[config.mk]
export PLATFORM = sky130hd
export DESIGN_NAME = external_memory_interface
export DESIGN_NICKNAME = d
export VERILOG_FILES = /design/src/shared/external_memory_interface_pkg.sv /design/src/shared/external_memory_interface_cfg_if.sv /design/src/logic/external_memory_interface.sv /design/src/logic/external_memory_interface_regs.sv
export SDC_FILE = /design/constraint.sdc
export NUM_CORES = 1
export LEC_CHECK = 0
export BUFFER_PORTS_ARGS = -buffer_cell sky130_fd_sc_hd__buf_2
export CAP_MARGIN = 20
export CORE_AREA = 10 10 116 118
export CTS_CLUSTER_DIAMETER = 30
export CTS_CLUSTER_SIZE = 12
export DETAILED_ROUTE_END_ITERATION = 7
export DIE_AREA = 0 0 126 128
export GPL_TIMING_DRIVEN = 0
export HOLD_SLACK_MARGIN = 0.1
export PLACE_DENSITY = 0.86
export SETUP_SLACK_MARGIN = 0.4
export SKIP_LAST_GASP = 1
export SLEW_MARGIN = 10
export SYNTH_ARGS = -nofsm -noshare
export SYNTH_HDL_FRONTEND = slang
export SYNTH_SLANG_ARGS = --single-unit
[constraint.sdc]
create_clock -name core_clk -period 2.3 [get_ports core_clk]
set_clock_uncertainty 0.1 [all_clocks]
set_input_delay 0.115 -clock core_clk [delete_from_list [all_inputs] [get_ports core_clk]]
set_output_delay 0.115 -clock core_clk [all_outputs]
set_load 0.02 [all_outputs]
[src/shared/external_memory_interface_pkg.sv]
// package for the external memory interface: register map, fields, timing
// assumes one 40 MHz core clock and an Avalon-MM register slave
package external_memory_interface_pkg;
  localparam int CLK_MHZ = 40;
  // register byte addresses on the avalon word bus
  localparam logic [3:0] OFS_MCU_CONTROL = 4'h0;
  localparam logic [3:0] OFS_CONTROL_A = 4'h4;
  localparam logic [3:0] OFS_CONTROL_B = 4'h8;
  localparam logic [3:0] OFS_STATUS = 4'hC;
  // reset values
  localparam logic [7:0] RST_MCU_CONTROL = 8'h00;
  localparam logic [7:0] RST_CONTROL_A = 8'h00;
  localparam logic [7:0] RST_CONTROL_B = 8'h00;
  // field positions
  localparam int BIT_EXTERNAL_MEMORY_INTERFACE_ENABLE = 7;
  localparam int BIT_UPPER_WAIT_LOW = 6;
  localparam int BIT_UPPER_WAIT_HIGH = 1;
  localparam int POS_LOWER_WAIT = 2;
  localparam int POS_SECTOR_LIMIT = 4;
  localparam int BIT_BUS_KEEPER = 7;
  localparam int POS_HIGH_MASK = 0;
  // writable bit masks; everything else is reserved and reads zero
  localparam logic [7:0] MASK_CONTROL_A = 8'h7E;
  localparam logic [7:0] MASK_CONTROL_B = 8'h87;
  // address map
  localparam logic [15:0] INTERNAL_TOP = 16'h1100;
  localparam logic [15:0] INTERNAL_TOP_LEGACY = 16'h1000;
  localparam logic [2:0] SECTOR_SHIFT = 3'h5;
  // wait codes
  localparam logic [1:0] WAIT_NONE = 2'h0;
  localparam logic [1:0] WAIT_ONE = 2'h1;
  localparam logic [1:0] WAIT_TWO = 2'h2;
  localparam logic [1:0] WAIT_TWO_HOLD = 2'h3;
  typedef enum logic [2:0] {
    ST_IDLE, ST_ADDR, ST_STROBE, ST_WAIT, ST_HOLD, ST_TAIL
  } cyc_state_type;
endpackage

[src/shared/external_memory_interface_cfg_if.sv]
// configuration bundle from the register file to the bus sequencer
// assumes both ends share core_clk
`timescale 1ns/100ps
`default_nettype none
interface external_memory_interface_cfg_if;
  logic external_memory_interface_enable;
  logic legacy_mode;
  logic [1:0] upper_wait;
  logic [1:0] lower_wait;
  logic [2:0] sector_limit;
  logic bus_keeper_enable;
  logic [2:0] high_mask;
  logic busy;
  modport regs (output external_memory_interface_enable, legacy_mode, upper_wait, lower_wait, sector_limit,
    output bus_keeper_enable, high_mask, input busy);
  modport seq (input external_memory_interface_enable, legacy_mode, upper_wait, lower_wait, sector_limit,
    input bus_keeper_enable, high_mask, output busy);
endinterface
`default_nettype wire

[src/logic/external_memory_interface.sv]
// Contract
// - trailing latch pulse in final period only if next instruction touches data memory
// - enable bit hands address, data, latch and strobe pins to memory use
// - cleared enable returns pins to port value and direction
// - legacy mode: upper wait low bit adds one strobe cycle
// - reserved control bits read zero; software writes zeros
// - sector limit field zero means a single external sector
// - limit values 1..7 put boundary at multiples of 0x2000
// - single sector uses the upper-sector wait setting
// - upper wait is control A bit 1 high, mcu control bit 6 low
// - lower wait comes from control A bits 3..2
// - wait codes: none, one, two, two plus one before next address
// - bus keeper holds last level on the muxed bus when released
// - bus keeper works even with the interface disabled
// - high mask value releases high-address pins from the top down
// - released high pins follow their port registers
// - first 4352 bytes are internal, no external strobes
// - legacy mode internal space is 4096 bytes
// - address valid at latch fall; latch low during transfer
// - internal accesses toggle address, data, latch but not strobes
// - legacy mode: two wait settings, fixed high width, no sectors, no keeper
//
// top of the external memory interface: core access port, pin sequencer
// assumes the core holds acc_req until acc_done and drives port registers
//
// Implementation choices: the Avalon-MM register port and the register addresses.
`timescale 1ns/100ps
`default_nettype none
module external_memory_interface
  import external_memory_interface_pkg::*;
(
  input wire logic core_clk,
  input wire logic resetn,
  input wire logic legacy_mode,
  input wire logic [3:0] avs_address,
  input wire logic avs_read,
  input wire logic avs_write,
  input wire logic [31:0] avs_writedata,
  input wire logic [3:0] avs_byteenable,
  output logic [31:0] avs_readdata,
  output logic avs_waitrequest,
  input wire logic acc_req,
  input wire logic acc_we,
  input wire logic [15:0] acc_addr,
  input wire logic [7:0] acc_wdata,
  input wire logic acc_next_mem,
  output logic acc_done,
  output logic [7:0] acc_rdata,
  input wire logic [7:0] port_a_out,
  input wire logic [7:0] port_a_dir,
  input wire logic [7:0] port_c_out,
  input wire logic [7:0] port_c_dir,
  input wire logic [2:0] port_g_out,
  input wire logic [2:0] port_g_dir,
  input wire logic [7:0] ad_in,
  output logic [7:0] ad_out,
  output logic [7:0] ad_oe,
  output logic [7:0] high_address_out,
  output logic [7:0] high_address_oe,
  output logic latch_out,
  output logic latch_oe,
  output logic rd_n_out,
  output logic rd_n_oe,
  output logic wr_n_out,
  output logic wr_n_oe
);
  external_memory_interface_cfg_if cfg ();
  cyc_state_type state_r;
  cyc_state_type state_nxt;
  logic [1:0] wait_r;
  logic [1:0] wait_cnt_r;
  logic ext_r;
  logic we_r;
  logic [15:0] addr_r;
  logic [7:0] wdata_r;
  logic [7:0] keep_r;
  logic [7:0] high_drive;
  logic is_ext;
  logic [1:0] sel_wait;
  logic tail_pulse;
  logic take;
  logic [7:0] mem_ad_out;
  logic mem_ad_oe;
  logic mem_latch;
  logic mem_rd_n;
  logic mem_wr_n;

  external_memory_interface_regs u_regs (
    .core_clk(core_clk),
    .resetn(resetn),
    .legacy_mode(legacy_mode),
    .avs_address(avs_address),
    .avs_read(avs_read),
    .avs_write(avs_write),
    .avs_writedata(avs_writedata),
    .avs_byteenable(avs_byteenable),
    .avs_readdata(avs_readdata),
    .avs_waitrequest(avs_waitrequest),
    .cfg(cfg.regs)
  );

  // boundary for a sector limit code, zero meaning no lower sector
  function automatic logic in_lower(input logic [15:0] a, input logic [2:0] lim);
    logic [15:0] bound;
    bound = 16'({lim, 13'h0000});
    in_lower = (lim != 3'h0) && (a < bound);
  endfunction

  // internal region shrinks in legacy mode
  assign is_ext = cfg.legacy_mode ? (acc_addr >= INTERNAL_TOP_LEGACY) :
    (acc_addr >= INTERNAL_TOP);

  // the core still holds acc_req on the done edge, so that edge must not start a new cycle
  assign take = acc_req && cfg.external_memory_interface_enable && !acc_done;

  // pick the sector's wait code; one sector means upper setting
  always_comb begin
    if (in_lower(acc_addr, cfg.sector_limit)) begin
      sel_wait = cfg.lower_wait;
    end else begin
      sel_wait = cfg.upper_wait;
    end
  end

  // next-state logic of the bus cycle
  always_comb begin
    state_nxt = state_r;
    unique case (state_r)
      ST_IDLE: if (take) state_nxt = ST_ADDR;
      ST_ADDR: state_nxt = ST_STROBE;
      ST_STROBE: state_nxt = (wait_r == WAIT_NONE) ? ST_TAIL : ST_WAIT;
      ST_WAIT: begin
        if (wait_cnt_r == 2'h1 || wait_r == WAIT_ONE) begin
          state_nxt = (wait_r == WAIT_TWO_HOLD) ? ST_HOLD : ST_TAIL;
        end
      end
      ST_HOLD: state_nxt = ST_TAIL;
      ST_TAIL: state_nxt = ST_IDLE;
    endcase
  end

  always_ff @(posedge core_clk or negedge resetn) begin
    if (!resetn) begin
      state_r <= ST_IDLE;
    end else begin
      state_r <= state_nxt;
    end
  end

  // capture the access at the address phase
  always_ff @(posedge core_clk or negedge resetn) begin
    if (!resetn) begin
      wait_r <= WAIT_NONE;
      ext_r <= 1'b0;
      we_r <= 1'b0;
      addr_r <= 16'h0000;
      wdata_r <= 8'h00;
    end else if (state_r == ST_IDLE && take) begin
      wait_r <= is_ext ? sel_wait : WAIT_NONE;
      ext_r <= is_ext;
      we_r <= acc_we;
      addr_r <= acc_addr;
      wdata_r <= acc_wdata;
    end
  end

  // counts the extra strobe cycles
  always_ff @(posedge core_clk or negedge resetn) begin
    if (!resetn) begin
      wait_cnt_r <= 2'h0;
    end else if (state_r == ST_STROBE) begin
      wait_cnt_r <= 2'h0;
    end else if (state_r == ST_WAIT) begin
      wait_cnt_r <= wait_cnt_r + 2'h1;
    end
  end

  // pin values of the memory function for the next cycle
  assign tail_pulse = (state_nxt == ST_TAIL) ? acc_next_mem : 1'b0;
  always_comb begin
    mem_ad_out = (state_nxt == ST_ADDR) ? acc_addr[7:0] : addr_r[7:0];
    mem_ad_oe = 1'b0;
    mem_latch = 1'b0;
    mem_rd_n = 1'b1;
    mem_wr_n = 1'b1;
    unique case (state_nxt)
      ST_IDLE: ;
      ST_ADDR: begin
        mem_ad_oe = 1'b1; // address valid while latch high, falls after
        mem_latch = 1'b1;
      end
      ST_STROBE, ST_WAIT: begin
        mem_ad_out = wdata_r;
        mem_ad_oe = we_r;
        // strobes only for external targets
        mem_rd_n = ~(ext_r & ~we_r);
        mem_wr_n = ~(ext_r & we_r);
      end
      ST_HOLD: ;
      ST_TAIL: mem_latch = tail_pulse;
    endcase
  end

  // high-address drive map: mask n releases the top n pins for n up to 6; mask 7 releases all eight
  always_comb begin
    for (int i = 0; i < 8; i++) begin
      high_drive[i] = (cfg.high_mask == 3'h7) ? 1'b0 : (i < 8 - int'(cfg.high_mask));
    end
  end

  // keeper remembers the last level seen on the muxed bus
  always_ff @(posedge core_clk or negedge resetn) begin
    if (!resetn) begin
      keep_r <= 8'h00;
    end else begin
      keep_r <= ad_oe_any() ? ad_out : ad_in;
    end
  end

  function automatic logic ad_oe_any();
    ad_oe_any = |ad_oe;
  endfunction

  // registered pin muxing between memory function and port function
  always_ff @(posedge core_clk or negedge resetn) begin
    if (!resetn) begin
      ad_out <= 8'h00;
      ad_oe <= 8'h00;
      high_address_out <= 8'h00;
      high_address_oe <= 8'h00;
      latch_out <= 1'b0;
      latch_oe <= 1'b0;
      rd_n_out <= 1'b1;
      rd_n_oe <= 1'b0;
      wr_n_out <= 1'b1;
      wr_n_oe <= 1'b0;
    end else if (cfg.external_memory_interface_enable) begin
      // memory function overrides direction settings
      if (mem_ad_oe) begin
        ad_out <= mem_ad_out;
        ad_oe <= 8'hFF;
      end else if (cfg.bus_keeper_enable && mem_rd_n) begin
        // never during a read strobe, where the memory owns the bus
        ad_out <= keep_r; // held instead of floating
        ad_oe <= 8'hFF;
      end else begin
        ad_out <= mem_ad_out;
        ad_oe <= 8'h00;
      end
      for (int i = 0; i < 8; i++) begin
        // released pins behave as port pins
        high_address_out[i] <= high_drive[i] ?
          (state_nxt == ST_ADDR ? acc_addr[8 + i] : addr_r[8 + i]) : port_c_out[i];
        high_address_oe[i] <= high_drive[i] ? 1'b1 : port_c_dir[i];
      end
      latch_out <= mem_latch;
      latch_oe <= 1'b1;
      rd_n_out <= mem_rd_n;
      rd_n_oe <= 1'b1;
      wr_n_out <= mem_wr_n;
      wr_n_oe <= 1'b1;
    end else begin
      // plain port behaviour; keeper still holds released lines
      for (int i = 0; i < 8; i++) begin
        ad_out[i] <= (port_a_dir[i] || !cfg.bus_keeper_enable) ? port_a_out[i] : keep_r[i];
        ad_oe[i] <= port_a_dir[i] | cfg.bus_keeper_enable;
      end
      high_address_out <= port_c_out;
      high_address_oe <= port_c_dir;
      wr_n_out <= port_g_out[0];
      wr_n_oe <= port_g_dir[0];
      rd_n_out <= port_g_out[1];
      rd_n_oe <= port_g_dir[1];
      latch_out <= port_g_out[2];
      latch_oe <= port_g_dir[2];
    end
  end

  // completion handshake and read data capture at the end of the strobe
  always_ff @(posedge core_clk or negedge resetn) begin
    if (!resetn) begin
      acc_done <= 1'b0;
      acc_rdata <= 8'h00;
    end else begin
      acc_done <= (state_r == ST_TAIL) || (state_r == ST_IDLE && acc_req &&
        !cfg.external_memory_interface_enable && !acc_done);
      if ((state_r == ST_STROBE && wait_r == WAIT_NONE) ||
          (state_r == ST_WAIT && state_nxt != ST_WAIT)) begin
        acc_rdata <= ad_in;
      end
    end
  end

  assign cfg.busy = (state_r != ST_IDLE);
endmodule
`default_nettype wire

[src/logic/external_memory_interface_regs.sv]
// register file: three control registers and a status word on Avalon-MM
// assumes the master holds its request until waitrequest is low
`timescale 1ns/100ps
`default_nettype none
module external_memory_interface_regs
  import external_memory_interface_pkg::*;
(
  input wire logic core_clk,
  input wire logic resetn,
  input wire logic legacy_mode,
  input wire logic [3:0] avs_address,
  input wire logic avs_read,
  input wire logic avs_write,
  input wire logic [31:0] avs_writedata,
  input wire logic [3:0] avs_byteenable,
  output logic [31:0] avs_readdata,
  output logic avs_waitrequest,
  external_memory_interface_cfg_if.regs cfg
);
  logic [7:0] mcu_control_r;
  logic [7:0] ext_mem_control_a_r;
  logic [7:0] ext_mem_control_b_r;
  logic ack_r;
  logic wr_lane;

  // one wait cycle per access: request taken, answered the next edge
  assign avs_waitrequest = (avs_read | avs_write) & ~ack_r;
  // a write lands only on the answering edge, where the master sees waitrequest low
  assign wr_lane = avs_write & ack_r & avs_byteenable[0];

  always_ff @(posedge core_clk or negedge resetn) begin
    if (!resetn) begin
      ack_r <= 1'b0;
    end else begin
      ack_r <= (avs_read | avs_write) & ~ack_r;
    end
  end

  // control writes; reserved bits are never stored
  always_ff @(posedge core_clk or negedge resetn) begin
    if (!resetn) begin
      mcu_control_r <= RST_MCU_CONTROL;
      ext_mem_control_a_r <= RST_CONTROL_A;
      ext_mem_control_b_r <= RST_CONTROL_B;
    end else if (wr_lane) begin
      unique case (avs_address)
        OFS_MCU_CONTROL: mcu_control_r <= avs_writedata[7:0];
        OFS_CONTROL_A: ext_mem_control_a_r <= avs_writedata[7:0] & MASK_CONTROL_A;
        OFS_CONTROL_B: ext_mem_control_b_r <= avs_writedata[7:0] & MASK_CONTROL_B;
        default: ;
      endcase
    end
  end

  // read mux; unmapped offsets read zero
  always_ff @(posedge core_clk or negedge resetn) begin
    if (!resetn) begin
      avs_readdata <= 32'h0000_0000;
    end else begin
      unique case (avs_address)
        OFS_MCU_CONTROL: avs_readdata <= {24'h000000, mcu_control_r};
        OFS_CONTROL_A: avs_readdata <= {24'h000000, ext_mem_control_a_r};
        OFS_CONTROL_B: avs_readdata <= {24'h000000, ext_mem_control_b_r};
        OFS_STATUS: avs_readdata <= {30'h0000_0000, legacy_mode, cfg.busy};
        default: avs_readdata <= 32'h0000_0000;
      endcase
    end
  end

  // legacy mode hides the extra registers' features
  assign cfg.external_memory_interface_enable = mcu_control_r[BIT_EXTERNAL_MEMORY_INTERFACE_ENABLE];
  assign cfg.legacy_mode = legacy_mode;
  assign cfg.upper_wait = legacy_mode ? {1'b0, mcu_control_r[BIT_UPPER_WAIT_LOW]} :
    {ext_mem_control_a_r[BIT_UPPER_WAIT_HIGH], mcu_control_r[BIT_UPPER_WAIT_LOW]};
  assign cfg.lower_wait = ext_mem_control_a_r[POS_LOWER_WAIT +: 2];
  assign cfg.sector_limit = legacy_mode ? 3'h0 : ext_mem_control_a_r[POS_SECTOR_LIMIT +: 3];
  assign cfg.bus_keeper_enable = ~legacy_mode & ext_mem_control_b_r[BIT_BUS_KEEPER];
  assign cfg.high_mask = legacy_mode ? 3'h0 : ext_mem_control_b_r[POS_HIGH_MASK +: 3];
endmodule
`default_nettype wire

==> key figures, run 1 <==
Outcome
  – Status: completed

Placed design
  – Number of port buffers: ~150
  – Number of placed cells counting well taps: a little under 800
  – DP HPWL: 11.44 mm
  – Dpl ws: -106.6 ps
  – Gpl congestion: 0.8443

Cells and area
  – Layout area overhead: 54.83%
  – Final Net Count: 908
  – Most frequent cells in the layout: buf_2 (147), dfrtp_1 (111), dlygate4sd3_1 (91)
  – # fillers: around 660
  – Commonest non-fill, non-tap cell in the layout: buf_2
  – Non-filler cells, final: about 940
  – Final core occ: 0.7505
  – Fraction of layout cells with a size suffix above 1: 0.4341

STA
  – Fmax: approximately 0.46 GHz
  – Final WS setup: 119.1 ps
  – Setup violators final: 0
  – Final Max Slew Viols: 0
  – Slew of the pin with the lowest slew margin: between 700 and 800 ps
  – RSZ-0062 raised after global routing: true
  – Fin crit period: 2181 ps
  – Final hold vios: 0
  – Setup TNS: 0 ps
  – Tcrit/Tclk final: 0.9482
  – Max-slew headroom: 0.4843

Floorplan
  – Die Y: about 130 um
  – Total core area: 0.01122 mm2
  – Die Wd: 126 um
  – FP Rows: 39
  – Die area: 0.01613 mm2
  – IO Count: 198
  – Starting density of the core: 0.4847

CTS
  – CTS Buf Count: 17
  – Clock tree buffer depth: 2
  – H-Tree Depth: 4
  – Clock latency on the worst-skew pair: 420 ps
  – Clock Sinks: 115
  – Worst-path clk slew: around 50 ps
  – CTS tree: yes
  – Root buffer cell: clkbuf_16

GRT
  – Vias in the first global route: about 5700
  – First-pass GRT wire length: 30.77 mm
  – Initial antenna violation count: 3
  – Total gr overflow: 0
  – Largest net degree at the start of global routing: 85
  – Overall Global Routing Usage: 0.2400

Drt
  – WL/cell: between 20 and 25 um
  – Antenna-violating nets left: 0
  – DR iter-0 viols: slightly below 600
  – Routed Wire Length: 20.74 mm
  – DR vias/cell: 5.704
  – Vias: between 5000 and 6000
  – Drt first pass iters: 8
  – Remaining DRCs: 0

Synthesis
  – Post-synth EDFFs: 0
  – Top cell type's share of synthesized area: 0.5198
  – Post-synthesis cell area: 0.005440 mm2
  – Post-synthesis register bit count: 115
  – Cells after synthesis: roughly 480
  – Ys flop type: dfrtp_1
  – Sequential share of the synthesized area: 0.5294
  – Synth area leader: dfrtp_1
  – Syn_area_per_cell: 11.43 um2
  – Unique masters post-synth: 54
  – Synthesis warning total: 0
  – Ys async rst share: 1.000
  – Top cells by area, synth: dfrtp_1 (52%), mux2_2 (9.7%), mux2i_1 (3.9%), o21ai_0 (3.6%), buf_4 (3.6%)

Critical path
  – Worst setup EP type: register
  – CP max FO: 7
  – Startpoint Class: register
  – Critical path type: register to register
  – Crit path launch: wait_cnt_r[1]$_DFFE_PN0P_
  – Reg-to-Reg Start: wait_cnt_r[1]$_DFFE_PN0P_
  – Crit path arrival time: 2350 ps
  – WP data required: 2470 ps

Power and ir drop
  – Lkg Pwr: 4.058 nW
  – Power Density: 1184 mW/mm2
  – Max IR drop VDD: 0.8232 mV

Hold path
  – Worst Hold Class: primary input to asynchronous set/reset pin

Job
  – Max_cap viols: 0
## final cells by class
| type | count | area, um2 | area share |
|---|---|---|---|
| inverters | 8 | 30.03 | 0.003565 |
| well taps | 143 | 178.9 | 0.02124 |
| flip-flops and latches | 115 | 2883 | 0.3422 |
| clock buffers | 25 | 475.5 | 0.05645 |
| clock inverters | 6 | 55.05 | 0.006536 |
| multi-input cells | 328 | 2491 | 0.2958 |
| diodes | 3 | 7.507 | 0.0008913 |
| repair buffers | 267 | 1936 | 0.2298 |
| plain buffers | 48 | 366.6 | 0.04352 |
## state kept, by name, summed over array words and instances (netlist names), 2 cells and up
| name | count |
|---|---|
| u_regs.ext_mem_control_a_r | 6 |
| ad_oe | 8 |
| wdata_r | 8 |
| high_address_out | 8 |
| u_regs.ext_mem_control_b_r | 4 |
| ad_out | 8 |
| u_regs.mcu_control_r | 8 |
| keep_r | 8 |
| wait_r | 2 |
| state_r | 3 |
| acc_rdata | 8 |
| wait_cnt_r | 2 |
| addr_r | 16 |
| u_regs.avs_readdata | 8 |
| high_address_oe | 8 |
## worst paths after layout
kind | cells past startpoint | to | slack [ps]
hold / removal | 3 | addr_r[13]$_DFFE_PN0P_ | 110
setup reg to reg | 9 | ad_out[2]$_DFF_PN0_ | 120
setup / recovery | 9 | ad_out[2]$_DFF_PN0_ | 120
hold reg to reg | 1 | u_regs.ack_r$_DFF_PN0_ | 350
min in group core_clk | 4 | u_regs.mcu_control_r[7]$_DFFE_PN0P_ | 120
max in group asynchronous | 3 | state_r[2]$_DFF_PN0_ | 1550
## critical path: stages, from the launching register on
cell	delay, ps
dfrtp_1	430
inv_2	80
ha_4	170
o211ai_1	180
buf_4	160
buf_6	100
a311oi_4	120
and2_4	170
buf_6	130
a221o_1	390
## cell families (layout without fill, tap and decap cells)
family                     Yosys count  after routing  synth area share
muxes                               85             85            0.1773
and+or+nand+nor                    131            131            0.1203
xor gates and xnor gates             1              1          0.001610
DFF                                115            115            0.5294
adders and majority gates            5              5           0.01150
other                                1             27         0.0006893
buffers and inverters               56            354           0.06486
AOI/OAI and AO/OA                   82             82           0.09430
## through the flow
stage | hold slack, ps | instance area [um2] | power [W]
floorplan | -280.6 | 5537 | 0.005288
global placement | 202.2 | 6441 | 0.006174
detailed placement | -79.06 | 6475 | 0.006369
CTS | 105.6 | 8254 | 0.009298
global route | 129.9 | 8423 | 0.01035
finish | 106.0 | 8423 | 0.009974
## what timing repair did
| action | in CTS | in global routing |
|---|---|---|
| setup buffers | 23 | 4 |
| resized for setup | 34 | 50 |
| endpoints found under the setup margin | 37 | 55 |
| pin swaps | 14 | 18 |
| gates cloned | 1 | 1 |
| endpoints found under the hold margin | 217 | 0 |
| hold buffers | 92 | 0 |
## per-layer routing
metal	wire [um]	track usage
met2	10270	0.4113
met3	1866	0.06948
met1	7141	0.2528
met4	1458	0.1587
met5	0	0
## cell usage after synthesis (all sizes together), types with 2 or more instances
cell and instances:
nor4b 2, nor3 8, inv 8, or3 2, o21ai 42, nor2b 3
ha 5, dfrtp 113, mux2 63, nand2b 17, dfstp 2, a221o 7
or2 8, nand3 10, a21oi 15, buf 38, or4 2, o31ai 2
nor2 26, nor4 4, clkbuf 10, a31oi 2, a41oi 2, mux2i 21
nand2 42, and2 3
## where the power goes
part	internal [W]	switching [W]
sequential	0.00279	0.000549
combinational	0.00189	0.00232
clock	0.00152	0.000898
total	0.00621	0.00377
No activity file was read; power rests on OpenSTA's default activity.
==> inputs of run 2 (changes only) <==
--- a/config.mk
+++ b/config.mk
@@ -12,7 +12,6 @@
 export CTS_CLUSTER_SIZE = 12
 export DETAILED_ROUTE_END_ITERATION = 7
 export DIE_AREA = 0 0 126 128
-export GPL_TIMING_DRIVEN = 0
 export HOLD_SLACK_MARGIN = 0.1
 export PLACE_DENSITY = 0.86
 export SETUP_SLACK_MARGIN = 0.4
==> key figures, run 2 (synthesized netlist as in run 1, its figures left out) <==
STA
  – Tcrit/Tclk final: 0.9254 (-0.02282)
  – Final Max Slew Viols: 0 (unchanged)
  – Setup TNS: 0 ps (unchanged)
  – Setup violators final: 0 (unchanged)
  – Worst Hold Margin: 114.0 ps (+8.029 ps)
  – Fin crit period: 2128 ps (-52.50 ps)
  – Max-slew headroom: 0.5309 (+0.04666)
  – Final WS setup: 171.6 ps (+52.50 ps)
  – RSZ-0062 raised after global routing: true
  – Final hold vios: 0 (unchanged)
  – Slew of the pin with the lowest slew margin: 702.2 ps (-69.84 ps)
  – Fmax: 0.4698 GHz (+2.5%)

Critical path
  – FF-to-FF path depth: 6 (-3)
  – Worst reg2reg endpoint: ad_out[4]$_DFF_PN0_
  – Startpoint Class: register
  – WP data required: 2500 ps (+30 ps)
  – Reg-to-Reg Start: wait_r[1]$_DFFE_PN0P_
  – CP Capture Point: ad_out[4]$_DFF_PN0_
  – Critical path type: register to register
  – CP max FO: 7 (unchanged)
  – Crit path launch: wait_r[1]$_DFFE_PN0P_
  – Reg2reg setup slack: 170 ps (+50 ps)
  – Worst setup EP type: register
  – Crit path arrival time: 2320 ps (-30 ps)

CTS
  – H-Tree Depth: 4 (unchanged)
  – CTS Buf Count: 17 (unchanged)
  – Clock tree buffer depth: 2 (unchanged)
  – Clock latency on the worst-skew pair: 430 ps (about the same)
  – Root buffer cell: clkbuf_16
  – Worst-path clk slew: 60 ps (about the same)
  – CTS tree: yes
  – Clock Sinks: 115 (unchanged)

Cells and area
  – Flip-flop count of the largest register after layout: 16 (unchanged)
  – Final core occ: 0.7441 (-0.006355)
  – Final Net Count: 883 (-2.8%)
  – Largest reg by FF count: addr_r
  – Most frequent cells in the layout: buf_2 (144), dfrtp_1 (108), dlygate4sd3_1 (91)
  – Commonest non-fill, non-tap cell in the layout: buf_2
  – # fillers: 650 (-0.76%)
  – Fraction of layout cells with a size suffix above 1: 0.4430 (+0.008877)
  – Layout area overhead: 53.52%

Placed design
  – Dpl ws: 119.3 ps (+225.9 ps)
  – DP HPWL: 10.97 mm (-4.1%)
  – Gpl congestion: 0.8587 (+1.7%)
  – Number of port buffers: 146 (+0.69%)

Drt
  – Top Metal Used: met4
  – Routed Wire Length: 21.47 mm (+3.5%)
  – Met1 wire length: 7.808 mm (+9.3%)
  – Drt first pass iters: 7 (-1)
  – Met3 Routed Length: 1.947 mm (+4.3%)
  – Vias: 5351 (-0.52%)
  – Metal2 WL: 10.33 mm (+0.54%)
  – WL/cell: 23.43 um (+6.6%)
  – DR vias/cell: 5.842 (+2.4%)
  – Remaining DRCs: 0 (unchanged)
  – Antenna-violating nets left: 0 (unchanged)
  – DR iter-0 viols: 785 (+36%)

Hold path
  – Worst Hold Class: primary input to register

Power and ir drop
  – Max IR drop VDD: 0.7089 mV (-14%)
  – Lkg Pwr: 3.963 nW (-2.3%)
  – Power Density: 1231 mW/mm2 (+4.0%)

Floorplan
  – IO Count: 198 (unchanged)
  – Total core area: 0.01122 mm2 (unchanged)
  – Starting density of the core: 0.4847 (unchanged)
  – Die Y: 128 um (unchanged)
  – Die area: 0.01613 mm2 (unchanged)
  – FP Rows: 39 (unchanged)
  – Die Wd: 126 um (unchanged)

GRT
  – First-pass GRT wire length: 30.81 mm (+0.11%)
  – Largest net degree at the start of global routing: 52 (-39%)
  – Total gr overflow: 0 (unchanged)
  – Vias in the first global route: 5606 (-2.3%)
  – Initial antenna violation count: 1 (-2)
  – Overall Global Routing Usage: 0.2416 (+0.001675)

Outcome
  – Status: completed

Job
  – Max_cap viols: 0 (unchanged)
## run 2: cell count changes in the layout (fill, tap and decap cells not counted), sizes merged
cell,previous run,this run
clkinv,5,7
clkbuf,34,22
bufinv,1,3
diode,3,1
buf,215,198
## run 2: layer usage
metal | track usage | up-vias
li1 | - | 2202
met1 | 0.2724 | 2568
met2 | 0.4037 | 429
met3 | 0.06907 | 152
met4 | 0.1380 | 0
met5 | 0 | -
## run 2: stage by stage
step | power (W) | instance area (um2) | std cells
after CTS | 0.009359 | 8018 | 902
after global routing | 0.01067 | 8352 | 916
after floorplan | 0.005288 | 5537 | 499
after global placement | 0.006122 | 6255 | 756
after detailed placement | 0.006310 | 6255 | 756
final | 0.01028 | 8352 | 916
## run 2: worst min path at each step
| stage | startpoint | to | slack, ps | cells past startpoint |
|---|---|---|---|---|
| floorplan | resetn | acc_done$_DFF_PN0_ | -280 | 0 |
| global placement | resetn | u_regs.avs_readdata[5]$_DFF_PN0_ | -30 | 1 |
| detailed placement | resetn | u_regs.avs_readdata[5]$_DFF_PN0_ | -10 | 1 |
| CTS | port_a_out[4] | ad_out[4]$_DFF_PN0_ | 110 | 4 |
| global route | avs_address[3] | u_regs.avs_readdata[0]$_DFF_PN0_ | 150 | 3 |
| finish | avs_address[3] | u_regs.avs_readdata[0]$_DFF_PN0_ | 110 | 3 |
## run 2: power by group
group          total, W  leakage, nW  switching (W)  internal [W]
logic           0.00420         2.28        0.00232       0.00188
clock network   0.00270        0.296       0.000952       0.00174
registers       0.00339         1.39       0.000589       0.00280
total            0.0103         3.96        0.00386       0.00642
## run 2: cell type report
cell class                 count  area, um2  share of cell area
multi-input combinational    328       2519              0.3016
tap                          143      178.9             0.02142
clock inverter                10      132.6             0.01588
clock buffer                  21      460.4             0.05513
inverter                       8      30.03            0.003596
sequential                   115       2887              0.3456
timing repair buffer         290       2142              0.2565
antenna                        1      2.502           0.0002996
## run 2: what timing repair did
action | CTS | global route
endpoints found under the setup margin | 31 | 44
gates resized for setup | 28 | 56
hold buffers | 91 | 0
pin swaps | 10 | 21
setup buffers | 23 | 12
cloned | 1 | 1
endpoints found under the hold margin | 218 | 0
## run 2: worst max-delay path, cell delays in order, from the launching register on
cell and delay [ps]:
dfrtp_1 480, nor2b_1 210, o211ai_1 130, buf_4 180
a311oi_4 420, nor2_4 130, a221o_1 360
